--- config.mk ---
export PLATFORM = sky130hd
export DESIGN_NAME = boot_cfg_top
export DESIGN_NICKNAME = d
export VERILOG_FILES = /design/src/rtl/boot_cfg_pkg.sv /design/src/rtl/boot_cfg_top.sv /design/src/rtl/strap_sync.sv /design/src/rtl/boot_cfg_decode.sv
export SDC_FILE = /design/constraint.sdc
export NUM_CORES = 1
export LEC_CHECK = 0
export ABC_AREA = 1
export BUFFER_PORTS_ARGS = -buffer_cell sky130_fd_sc_hd__buf_2
export CAP_MARGIN = 20
export CORE_ASPECT_RATIO = 0.75
export CORE_UTILIZATION = 54
export DETAILED_ROUTE_END_ITERATION = 10
export GPL_TIMING_DRIVEN = 1
export PLACE_DENSITY = 0.92
export SYNTH_ARGS = -nofsm -noshare
export SYNTH_HDL_FRONTEND = slang
export SYNTH_HIERARCHICAL = 1
export SYNTH_SLANG_ARGS = --single-unit
export TNS_END_PERCENT = 20
--- constraint.sdc ---
create_clock -name pclk -period 1.8 [get_ports pclk]
set_clock_uncertainty 0.2 [all_clocks]
set_input_delay 0.54 -clock pclk [delete_from_list [all_inputs] [get_ports pclk]]
set_output_delay 0.54 -clock pclk [all_outputs]
set_load 0.02 [all_outputs]
--- src/rtl/boot_cfg_pkg.sv ---
/*
  Shared types, constants and decode helpers for the boot-time strap and
  fuse configuration decoder. Assumes one 40 MHz clock and a fuse array that
  presents its bits together with a valid level once its read is finished.
*/
// Functional notes
// - debug source decided at boot from debug strap and three debug fuses.
// - no disable fuses: strap-enable 0 gives USB; else strap picks USB/pins.
// - pad fuse 0, usb 1: pins; pad 1: USB if allowed; both 1: off.
// - download mode 1 forbids USB debug; pins only, off if pad disabled.
// - crystal setting is only ever 40 MHz or 48 MHz.
// - flash boot: crystal from fuse field parity, even 40, odd 48.
// - download boot, source fuse 1: fuse parity picks 40 or 48 MHz.
// - download boot, source fuse 0: crystal strap 0 gives 40, 1 gives 48.
// - straps latched once after reset, held until next reset, pins freed.
// - boot mode: c=1 flash, b=1 c=0 download 0, all zero download 1.
package boot_cfg_pkg;

  // clock rate and strap hold window
  localparam int CLK_KHZ = 40000;
  localparam int HOLD_TIME_MS = 3;
  // least time, exact at this rate, so no rounding needed
  localparam int HOLD_CYCLES_DEF = HOLD_TIME_MS * CLK_KHZ;
  localparam int SYNC_FILL_W = 3;

  // fuse field width of the crystal high select count
  localparam int XTAL_SEL_W = 3;

  // register map, byte addresses on the apb port
  localparam int ADDR_W = 8;
  localparam logic [ADDR_W-1:0] STATUS_OFS = 8'h00;
  localparam logic [ADDR_W-1:0] STRAPS_OFS = 8'h04;
  localparam logic [ADDR_W-1:0] FUSES_OFS = 8'h08;
  localparam logic [ADDR_W-1:0] CTRL_OFS = 8'h0c;
  localparam int CTRL_RELEASE_BIT = 0;
  localparam logic CTRL_RELEASE_RST = 1'b1;

  typedef struct packed {
    logic debug_source_strap;
    logic crystal_strap;
    logic boot_strap_c;
    logic boot_strap_b;
    logic boot_strap_a;
  } strap_bundle_type;

  typedef struct packed {
    logic pad_debug_disable_fuse;
    logic usb_debug_disable_fuse;
    logic strap_enable_fuse;
    logic crystal_select_source_fuse;
    logic [XTAL_SEL_W-1:0] crystal_high_select_fuse;
  } fuse_bundle_type;

  typedef enum logic [3:0] {
    BOOT_FLASH = 4'b0001,
    BOOT_DL0 = 4'b0010,
    BOOT_DL1 = 4'b0100,
    BOOT_UNDEF = 4'b1000
  } boot_mode_type;

  typedef enum logic [2:0] {
    DBG_USB = 3'b001,
    DBG_PINS = 3'b010,
    DBG_OFF = 3'b100
  } debug_src_type;

  typedef enum logic [1:0] {
    XTAL_40 = 2'b01,
    XTAL_48 = 2'b10
  } xtal_type;

  typedef enum logic [4:0] {
    ST_HOLD = 5'b00001,
    ST_CAPTURE = 5'b00010,
    ST_FUSE = 5'b00100,
    ST_DECODE = 5'b01000,
    ST_DONE = 5'b10000
  } cfg_state_type;

  // values shown before the decode completes
  localparam boot_mode_type BOOT_RST = BOOT_FLASH;
  localparam debug_src_type DBG_RST = DBG_OFF;
  localparam xtal_type XTAL_RST = XTAL_40;

  // odd count of ones in the crystal select field
  function automatic logic odd_ones(input logic [XTAL_SEL_W-1:0] v);
    return ^v;
  endfunction

  // crystal choice from the fuse field parity
  function automatic xtal_type parity_xtal(input logic [XTAL_SEL_W-1:0] v);
    return odd_ones(v) ? XTAL_48 : XTAL_40;
  endfunction

endpackage

--- src/rtl/boot_cfg_top.sv ---
/*
  Boot configuration sequencer: waits out the strap hold window after reset,
  latches the synchronised strap levels, takes the fuse bits once the fuse
  array reports them valid, registers the decoded settings and exposes all of
  it on an APB slave. Assumes a 40 MHz pclk, an async active-low reset that
  stands for chip reset, and a fuse array whose valid level stays high.
*/
// Design decisions made here: the APB register port and the address map.
module boot_cfg_top
  import boot_cfg_pkg::*;
#(
  parameter int HOLD_CYCLES = HOLD_CYCLES_DEF
) (
  input wire logic pclk,
  input wire logic presetn,
  input wire logic psel,
  input wire logic penable,
  input wire logic pwrite,
  input wire logic [ADDR_W-1:0] paddr,
  input wire logic [31:0] pwdata,
  input wire logic [3:0] pstrb,
  output logic [31:0] prdata,
  output logic pready,
  output logic pslverr,
  input wire strap_bundle_type strap_pins,
  input wire fuse_bundle_type fuse_word,
  input wire logic fuse_valid,
  output boot_mode_type boot_mode,
  output debug_src_type debug_source,
  output xtal_type crystal_select,
  output logic config_done,
  output logic strap_pins_released
);

  localparam int CNT_W = $clog2(HOLD_CYCLES + 1);
  localparam logic [CNT_W-1:0] HOLD_LAST = CNT_W'(HOLD_CYCLES - 1);

  typedef struct packed {
    cfg_state_type state;
    logic [CNT_W-1:0] hold_cnt;
    strap_bundle_type strap;
    fuse_bundle_type fuse;
    boot_mode_type boot;
    debug_src_type dbg;
    xtal_type xtal;
    logic done;
    logic release_en;
    logic pins_free;
    logic [31:0] rdata;
  } top_state_type;

  localparam top_state_type RST_STATE = '{
    state: ST_HOLD,
    hold_cnt: '0,
    strap: '0,
    fuse: '0,
    boot: BOOT_RST,
    dbg: DBG_RST,
    xtal: XTAL_RST,
    done: 1'b0,
    release_en: CTRL_RELEASE_RST,
    pins_free: 1'b0,
    rdata: '0
  };

  top_state_type s_q;
  top_state_type s_d;
  strap_bundle_type sync_level;
  logic sync_stable;
  boot_mode_type dec_boot;
  debug_src_type dec_dbg;
  xtal_type dec_xtal;
  logic apb_setup;
  logic apb_access;

  // map hit test, used by the error answer and the unmapped read check
  function automatic logic addr_hit(input logic [ADDR_W-1:0] a);
    return (a == STATUS_OFS) || (a == STRAPS_OFS) ||
           (a == FUSES_OFS) || (a == CTRL_OFS);
  endfunction

  function automatic logic [31:0] read_word(input top_state_type s,
                                            input logic [ADDR_W-1:0] a);
    logic [31:0] w;
    w = '0;
    unique case (1'b1)
      (a == STATUS_OFS): w = {22'h0, s.boot, s.xtal, s.dbg, s.done};
      (a == STRAPS_OFS): w = {27'h0, s.strap};
      (a == FUSES_OFS): w = {25'h0, s.fuse};
      (a == CTRL_OFS): w = {31'h0, s.release_en};
      default: w = '0;
    endcase
    return w;
  endfunction

  strap_sync u_sync (
    .pclk(pclk),
    .presetn(presetn),
    .pins(strap_pins),
    .level(sync_level),
    .stable(sync_stable)
  );

  // decode looks only at latched copies, never at live pins
  boot_cfg_decode u_decode (
    .strap(s_q.strap),
    .fuse(s_q.fuse),
    .boot_mode(dec_boot),
    .debug_source(dec_dbg),
    .crystal_select(dec_xtal)
  );

  assign apb_setup = psel && !penable;
  assign apb_access = psel && penable;

  // sequencer and register file next state
  always_comb begin
    s_d = s_q;
    unique case (s_q.state)
      ST_HOLD: begin
        if (s_q.hold_cnt == HOLD_LAST) begin
          s_d.state = ST_CAPTURE;
        end else begin
          s_d.hold_cnt = CNT_W'(s_q.hold_cnt + 1'b1);
        end
      end
      ST_CAPTURE: begin
        if (sync_stable) begin
          s_d.strap = sync_level;
          s_d.state = ST_FUSE;
        end
      end
      ST_FUSE: begin
        // fuse bits are taken once; later changes are not seen
        if (fuse_valid) begin
          s_d.fuse = fuse_word;
          s_d.state = ST_DECODE;
        end
      end
      ST_DECODE: begin
        s_d.boot = dec_boot;
        s_d.dbg = dec_dbg;
        s_d.xtal = dec_xtal;
        s_d.done = 1'b1;
        s_d.state = ST_DONE;
      end
      ST_DONE: begin
        s_d.state = ST_DONE;
      end
      default: begin
        // a corrupt state code restarts the whole capture
        s_d = RST_STATE;
      end
    endcase
    // read data is fetched in the setup cycle so the access needs no wait
    if (apb_setup && !pwrite) begin
      s_d.rdata = read_word(s_q, paddr);
    end
    if (apb_access && pwrite && (paddr == CTRL_OFS) && pstrb[0]) begin
      s_d.release_en = pwdata[CTRL_RELEASE_BIT];
    end
    s_d.pins_free = s_d.done && s_d.release_en;
  end

  always_ff @(posedge pclk or negedge presetn) begin
    if (!presetn) begin
      s_q <= RST_STATE;
    end else begin
      s_q <= s_d;
    end
  end

  // zero wait state slave; unmapped addresses answer with an error
  assign pready = 1'b1;
  assign pslverr = apb_access && !addr_hit(paddr);
  assign prdata = s_q.rdata;

  assign boot_mode = s_q.boot;
  assign debug_source = s_q.dbg;
  assign crystal_select = s_q.xtal;
  assign config_done = s_q.done;
  assign strap_pins_released = s_q.pins_free;

  // cycles since reset, saturating, for the timing checks only
  logic [CNT_W+2:0] since_rst_q;
  always_ff @(posedge pclk or negedge presetn) begin
    if (!presetn) begin
      since_rst_q <= '0;
    end else if (!(&since_rst_q)) begin
      since_rst_q <= (CNT_W+3)'(since_rst_q + 1'b1);
    end
  end
endmodule

--- src/rtl/strap_sync.sv ---
/*
  Three-stage synchroniser for the strap pin levels. Assumes the pins are
  asynchronous to pclk; a level is reported stable once the second and third
  stages agree and the chain has been filled since reset.
*/
module strap_sync
  import boot_cfg_pkg::*;
(
  input wire logic pclk,
  input wire logic presetn,
  input wire strap_bundle_type pins,
  output strap_bundle_type level,
  output logic stable
);

  typedef struct packed {
    strap_bundle_type s1;
    strap_bundle_type s2;
    strap_bundle_type s3;
    logic [SYNC_FILL_W-1:0] fill;
  } sync_state_type;

  sync_state_type s_q;
  sync_state_type s_d;

  // shift chain; s1 feeds only s2 to keep the metastable stage isolated
  always_comb begin
    s_d = s_q;
    s_d.s1 = pins;
    s_d.s2 = s_q.s1;
    s_d.s3 = s_q.s2;
    s_d.fill = {s_q.fill[SYNC_FILL_W-2:0], 1'b1};
  end

  always_ff @(posedge pclk or negedge presetn) begin
    if (!presetn) begin
      s_q <= '0;
    end else begin
      s_q <= s_d;
    end
  end

  // reset zeros would look stable, so wait for the chain to fill
  assign level = s_q.s3;
  assign stable = s_q.fill[SYNC_FILL_W-1] && (s_q.s2 == s_q.s3);

endmodule

--- src/rtl/boot_cfg_decode.sv ---
/*
  Combinational decode of boot mode, debug source and crystal frequency from
  latched straps and fuse bits. Assumes both inputs are already registered and
  steady; its outputs are sampled once by the sequencer.
*/
module boot_cfg_decode
  import boot_cfg_pkg::*;
(
  input wire strap_bundle_type strap,
  input wire fuse_bundle_type fuse,
  output boot_mode_type boot_mode,
  output debug_src_type debug_source,
  output xtal_type crystal_select
);

  logic usb_ok;

  always_comb begin
    if (strap.boot_strap_c) begin
      boot_mode = BOOT_FLASH;
    end else if (strap.boot_strap_b) begin
      boot_mode = BOOT_DL0;
    end else if (!strap.boot_strap_a) begin
      boot_mode = BOOT_DL1;
    end else begin
      boot_mode = BOOT_UNDEF;
    end
  end

  assign usb_ok = !fuse.usb_debug_disable_fuse && (boot_mode != BOOT_DL1);

  always_comb begin
    if (fuse.pad_debug_disable_fuse) begin
      debug_source = usb_ok ? DBG_USB : DBG_OFF;
    end else if (!usb_ok) begin
      debug_source = DBG_PINS;
    end else if (!fuse.strap_enable_fuse) begin
      debug_source = DBG_USB;
    end else begin
      debug_source = strap.debug_source_strap ? DBG_USB : DBG_PINS;
    end
  end

  always_comb begin
    if (boot_mode == BOOT_FLASH || fuse.crystal_select_source_fuse) begin
      crystal_select = parity_xtal(fuse.crystal_high_select_fuse);
    end else begin
      crystal_select = strap.crystal_strap ? XTAL_48 : XTAL_40;
    end
  end

endmodule

Word level (Yosys, flattened, before mapping)
Cells that the tools add are included.
{"block": "totals", "register_bits": 96, "in_bits": 62, "output_inout_bits": 45, "word_cells": 112}
{"block": "classes", "add_sub_neg": 1, "eq_ne": 17, "mux": 26, "bitwise": 3, "reduce_logical": 30}
{"operator": "10-bit case mux with 4 select lines", "count": 1}
{"operator": "34-bit 2-to-1 mux", "count": 1}
{"operator": "17-bit case mux with 2 select lines", "count": 1}
{"operator": "32-bit 2-to-1 mux", "count": 1}
{"operator": "5-bit 2-to-1 mux", "count": 4}
{"operator": "10-bit case mux with 2 select lines", "count": 1}
{"operator": "5-bit case mux with 4 select lines", "count": 1}
{"operator": "17-bit by 1-bit adder with 17-bit output, second input constant", "count": 1}
{"operator": "17-bit == test, second input constant", "count": 1}
{"operator": "17-bit 2-to-1 mux", "count": 1}
{"operator": "8-bit by 4-bit == test with 1-bit output, second input constant", "count": 2}
{"operator": "4-bit OR reduction", "count": 4}
{"operator": "7-bit case mux with 2 select lines", "count": 1}
{"operator": "3-bit 2-to-1 mux", "count": 4}
{"operator": "4-bit 2-to-1 mux", "count": 3}
{"operator": "1-bit logical AND", "count": 10}
{"operator": "5-bit case mux with 2 select lines", "count": 1}
{"operator": "8-bit by 3-bit == test with 1-bit output, second input constant", "count": 1}
{"operator": "8-bit logical NOT", "count": 1}
{"operator": "2-bit 2-to-1 mux", "count": 4}
{"operator": "2-bit inequality test, second input constant", "count": 4}
{"operator": "7-bit 2-to-1 mux", "count": 1}
{"operator": "2-bit AND reduction", "count": 3}
{"operator": "5-bit by 1-bit == test with 1-bit output, second input constant", "count": 1}
{"operator": "16 further kinds", "count": 24}

Depth between registers and ports, before layout
{"block": "depth", "depth_word": 9, "depth_mapped": 10, "mapped_depth_nobuf": 10}

Modules after synthesis
Netlist, hierarchy kept.
{"mod": "boot_cfg_top", "instances": 1, "cells_per_inst": 468, "area_per_inst_um2": 3462.1, "seq_area_each_um2": 1407.6}
{"mod": "strap_sync", "instances": 1, "cells_per_inst": 45, "area_per_inst_um2": 583.1, "seq_area_each_um2": 450.4}
{"mod": "boot_cfg_decode", "instances": 1, "cells_per_inst": 35, "area_per_inst_um2": 160.2, "seq_area_each_um2": 0.0}

Least setup slack after synthesis
OpenSTA, ideal clock, no wires.
{"block": "synth_path", "kind": "input to output", "startpoint": "input port paddr[7]", "endpoint": "output port pslverr", "t_arrival_ps": 938, "t_required_ps": 1060, "setup_slack_ps": 122, "cell_stages": 4, "path_buffers": 0, "cell_sequence": "nor2_1 nand2_1 o21bai_1 inv_1"}
{"block": "synth_via", "elab_chain_len": 6, "word_cells_on_any_way": 9, "classes_between": "eq/ne (3); reduce/logical (6)"}
{"element": "start, declared", "line": "boot_cfg_top.sv:19", "rtl": "input wire logic [ADDR_W-1:0] paddr,"}
{"element": "8-bit by 3-bit == test with 1-bit output or 8-bit logical NOT (tied branches)", "line": "boot_cfg_top.sv:78", "rtl": "return (a == STATUS_OFS) || (a == STRAPS_OFS) ||"}
{"element": "1-bit logical OR (2 in a row)", "line": "boot_cfg_top.sv:78"}
{"element": "1-bit logical OR (*)", "line": "boot_cfg_top.sv:79", "rtl": "(a == FUSES_OFS) || (a == CTRL_OFS);"}
{"element": "1-bit logical NOT (*)", "line": "boot_cfg_top.sv:175", "rtl": "assign pslverr = apb_access && !addr_hit(paddr);"}
{"element": "1-bit logical AND (*)", "line": "boot_cfg_top.sv:175"}
{"element": "end, declared", "line": "boot_cfg_top.sv:24", "rtl": "output logic pslverr,"}
Every way passes the cells marked *; elsewhere a longest branch is shown, timed or not.

Worst setup path after layout
Ends and elaborated chain as after synthesis.

==> summary.md <==
| Metric | Value |
|---|---|
| Unrepaired setup endpoints after global routing | yes |
| CP endpoint kind | output port |
| Maximum VDD drop | 0.000744 V |
| Antenna viol nets, final | 0 |
| Worst flop-to-flop path startpoint | s_q[74] |
| Wire length on met1 | a little under 4000 um |
| Floorplan die area | 8150 um^2 |
| Count of buffer and inverter cells on the critical path | 3 |
| Cell with the largest stage delay on the worst path | sky130_fd_sc_hd__o21bai_1 |
| Critical path's most frequent cell | sky130_fd_sc_hd__buf_6 |
| # Max-Cap Violations | 0 |
| Max incr delay on CP | 0.14 ns |
| Core footprint | 7430 um^2 |
| Fin. Hold Viols | 0 |
| Residual DRC | 0 |
| Total congestion overflow | 0 |
| Critical-path cell list | buf_6, nor2_4, nand2_2, o21bai_1, inv_1, buf_6 |
| Largest net degree at the start of global routing | 33 |
| I/O Buffers | 49 |
| Detailed Route Iter0 Violations | 363 |
| Wire length per cell | 13.0 um |
| Avg Inst Size Synth | 7.67 um^2 |
| CTS clk-pin slew, worst paths | ~0.08 ns |
| Cts bufs inserted | 9 |
| Layout cell share with drive strength beyond 1 | 23.6% |
| Vias per cell | around 5.2 |
| Delay-heaviest family, CP | buffers and inverters |
| Post-detail-place hpwl | 6660 um |
| Initial Utilization | about 57% |
| Netlist Area Pre-Place | 4210 um^2 |
| DR WL met3 | between 700 and 800 um |
| Clock insertion delay at the later pin of the skew report | between 0.3 and 0.4 ns |
| Global-route wire length before repair | about 15,000 um |
| Area growth syn-to-layout | 14.6% |
| Hold_ws | between 0.09 and 0.1 ns |
| Required @ worst endpoint | 1.06 ns |
| Placer Congestion | 0.961 |
| Final setup violating endpoints | 1 |
| CTS tree | done |
| Total negative setup slack | -0.0699 ns |
| Classification of the worst setup path | in2out |
| Origin of the worst setup path | paddr[7] |
| Share of synthesized area occupied by flip-flops and latches | ~44% |
| Overall routing resource usage | between 20% and 30% |
| Sink Count | 74 |
| Most frequently used flop master after synthesis | sky130_fd_sc_hd__dfrtp_1 |
| Library cell used as clock root buffer | sky130_fd_sc_hd__clkbuf_8 |
| Number of max-slew violations in the final report | 0 |
| Via count of the first global-routing pass | 3,442 |
| Placement Rows | 27 |
| Run status | finished with violations |
| Violations in the final reports | setup timing |
| Static leakage power | between 2 and 3 nW |
| Synthesized flop and latch total | 74 |
| Width of the die | 104 um |
| Area of placed instances | 4440 um^2 |
| Worst Min Path Start | strap_pins[2] |
| Post-layout nets | 664 |
| Max Fclk | 535 MHz |
| Post-synth EDFFs | 0 |
| Top-count cell post-synth | sky130_fd_sc_hd__nand2_1 |
| Number of top-level pins | ~110 |
| Clock Path Buffers | 2 |
| Count of antenna diodes in the layout | 0 |
| Initial antenna violation count | 0 |
| Time the worst path needs with I/O delays and setup | approximately 1.9 ns |
| Most frequent cells after synthesis | sky130_fd_sc_hd__nand2_1 (167), sky130_fd_sc_hd__dfrtp_1 (69), sky130_fd_sc_hd__nand3_1 (69) |
| Post-Place Setup Slack | -0.0593 ns |
| H-tree lvl count | 3 |
| Met2 WL post-DR | roughly 4300 um |
| Via count of the routed design | roughly 3,700 |
| Top cells by area in the synthesized netlist | sky130_fd_sc_hd__dfrtp_1 (41%), sky130_fd_sc_hd__nand2_1 (15%), sky130_fd_sc_hd__buf_4 (8.7%), sky130_fd_sc_hd__nand3_1 (8.2%), sky130_fd_sc_hd__inv_1 (4.6%) |
| Async set-or-reset flop fraction in the synthesized netlist | 100% |
| Final cell count without fillers | 707 |
| Number of warnings reported in the yosys synthesis log | 6 |
| Uppermost signal routing layer after detailed routing | met4 |
| Power per Cell Area | 889 nW/um^2 |
| CP Launch Type | input port |
| Leading area contributor after synthesis | sky130_fd_sc_hd__dfrtp_1 |
| Arrival time at the worst endpoint | about 1.1 ns |
| Max FO, Critical Path | 2 |
| Worst min path class | in2reg |
| Final wirelength | 9170 um |
| Post-Synthesis Cells | approximately 550 |
| Number of detailed-routing iterations run before antenna repair | 5 |
| Final design area excluding fillers | approximately 4800 um^2 |
| Number of distinct standard cells referenced by the synthesized netlist | 36 |
| Die Span Y | 78.4 um |
| Instance count after placement with tap cells included | 685 |
| Final cycle utilization of the critical path | 104% |
| Minimum setup slack in the final design | -0.0699 ns |
| Post-synth top area share | between 40% and 50% |
[per-layer routing]
| metal | track usage, % | up-vias |
|---|---|---|
| met4 | 10.9 | 0 |
| met1 | 30.4 | 1684 |
| met5 | 0 | - |
| met3 | 5.32 | 25 |
| li1 | - | 1759 |
| met2 | 38.2 | 188 |
[cells by family after synthesis]
logic type               share of synthesized area (%)
AND/OR/NAND/NOR                                   36.2
buffers and inverters                             15.1
flip-flops                                        44.2
AO/OA/AOI/OAI                                     3.09
XOR/XNOR                                         0.833
other                                            0.268
adder cells (fa/ha/maj)                          0.297
[registers in the layout, summed over array words and instances, names as in the netlist]
signal / flops
debug_source: 3
u_sync/s_q: 1
boot_mode: 4
u_sync/s_d: 12
strap_pins_released: 1
prdata: 10
config_done: 1
u_sync/level: 5
crystal_select: 2
s_q: 35
[layout by cell type, fill, tap and decap left out, types with 2 or more instances in the layout]
cell type                    count
sky130_fd_sc_hd__nand3_4         2
sky130_fd_sc_hd__dfrtp_1        69
sky130_fd_sc_hd__nand4_1        14
sky130_fd_sc_hd__nand2_4         5
sky130_fd_sc_hd__inv_1          52
sky130_fd_sc_hd__o21ai_0         9
sky130_fd_sc_hd__a21oi_1         4
sky130_fd_sc_hd__buf_6           8
sky130_fd_sc_hd__nand3_1        69
sky130_fd_sc_hd__clkinvlp_4      3
sky130_fd_sc_hd__buf_4          22
sky130_fd_sc_hd__nor2_2          5
sky130_fd_sc_hd__dfstp_2         5
sky130_fd_sc_hd__buf_2          42
sky130_fd_sc_hd__nand2_2         8
sky130_fd_sc_hd__nand2_8         2
sky130_fd_sc_hd__inv_2           3
sky130_fd_sc_hd__conb_1         24
sky130_fd_sc_hd__nor2_1         44
sky130_fd_sc_hd__o21ai_2         6
sky130_fd_sc_hd__clkinv_2        2
sky130_fd_sc_hd__buf_12          3
sky130_fd_sc_hd__nor2_4          7
sky130_fd_sc_hd__clkbuf_8       10
sky130_fd_sc_hd__or2_2           2
sky130_fd_sc_hd__nand3_2         3
sky130_fd_sc_hd__nand2_1       163
sky130_fd_sc_hd__xnor2_1         4
sky130_fd_sc_hd__nor3_1          4
[where the power goes]
group	leakage, nW	internal (mW)	switching [mW]
Sequential	0.964	1.78	0.137
Combinational	1.47	0.404	0.660
Clock	0.0945	0.677	0.622
[final timing paths]
kind | to | slack [ns] | cells past startpoint
setup / recovery | pslverr | -0.07 | 6
min in group asynchronous | s_q[75] | 0.44 | 2
setup reg to reg | s_q[47] | 0.07 | 6
hold / removal | u_sync/s_d[10] | 0.09 | 1
hold reg to reg | u_sync/s_q[2] | 0.15 | 0
max in group asynchronous | s_q[73] | 0.41 | 3
[layout make-up]
type                            count  area (um^2)
Clock buffer                       10          138
Multi-Input combinational cell    383         1880
Sequential cell                    74         1860
Inverter                           57          218
Fill cell                         582         2610
Tap cell                          101          126
Clock inverter                      6         66.3
Timing Repair Buffer               76          536
[worst register-to-register path, cell delays in order (launching register included)]
cell and delay, ns:
sky130_fd_sc_hd__dfrtp_1 0.46, sky130_fd_sc_hd__nor2_4 0.21, sky130_fd_sc_hd__nand3_1 0.18, sky130_fd_sc_hd__or2_1 0.33
sky130_fd_sc_hd__nand2_4 0.13, sky130_fd_sc_hd__nand2_1 0.07, sky130_fd_sc_hd__nand2_1 0.09
[what timing repair did]
action                     4_1_cts  5_1_grt
setup endpoints to repair        8       28
pin swaps                        4        7
resized for setup               12       18
hold buffers                     1        0
gates cloned                     0        1
buffers inserted                 0        4
hold endpoints to repair         6        0
[through the flow]
| stage | total power, mW | util [%] |
|---|---|---|
| 2_1_floorplan | 2.60 | - |
| 3_3_place_gp | 2.81 | 59.7 |
| 3_5_place_dp | 2.87 | 59.7 |
| 4_1_cts | 4.20 | 63.2 |
| 5_1_grt | 4.50 | 64.9 |
| 6_report | 4.28 | 64.9 |
Note: power is estimated with default switching activity, not from simulation.
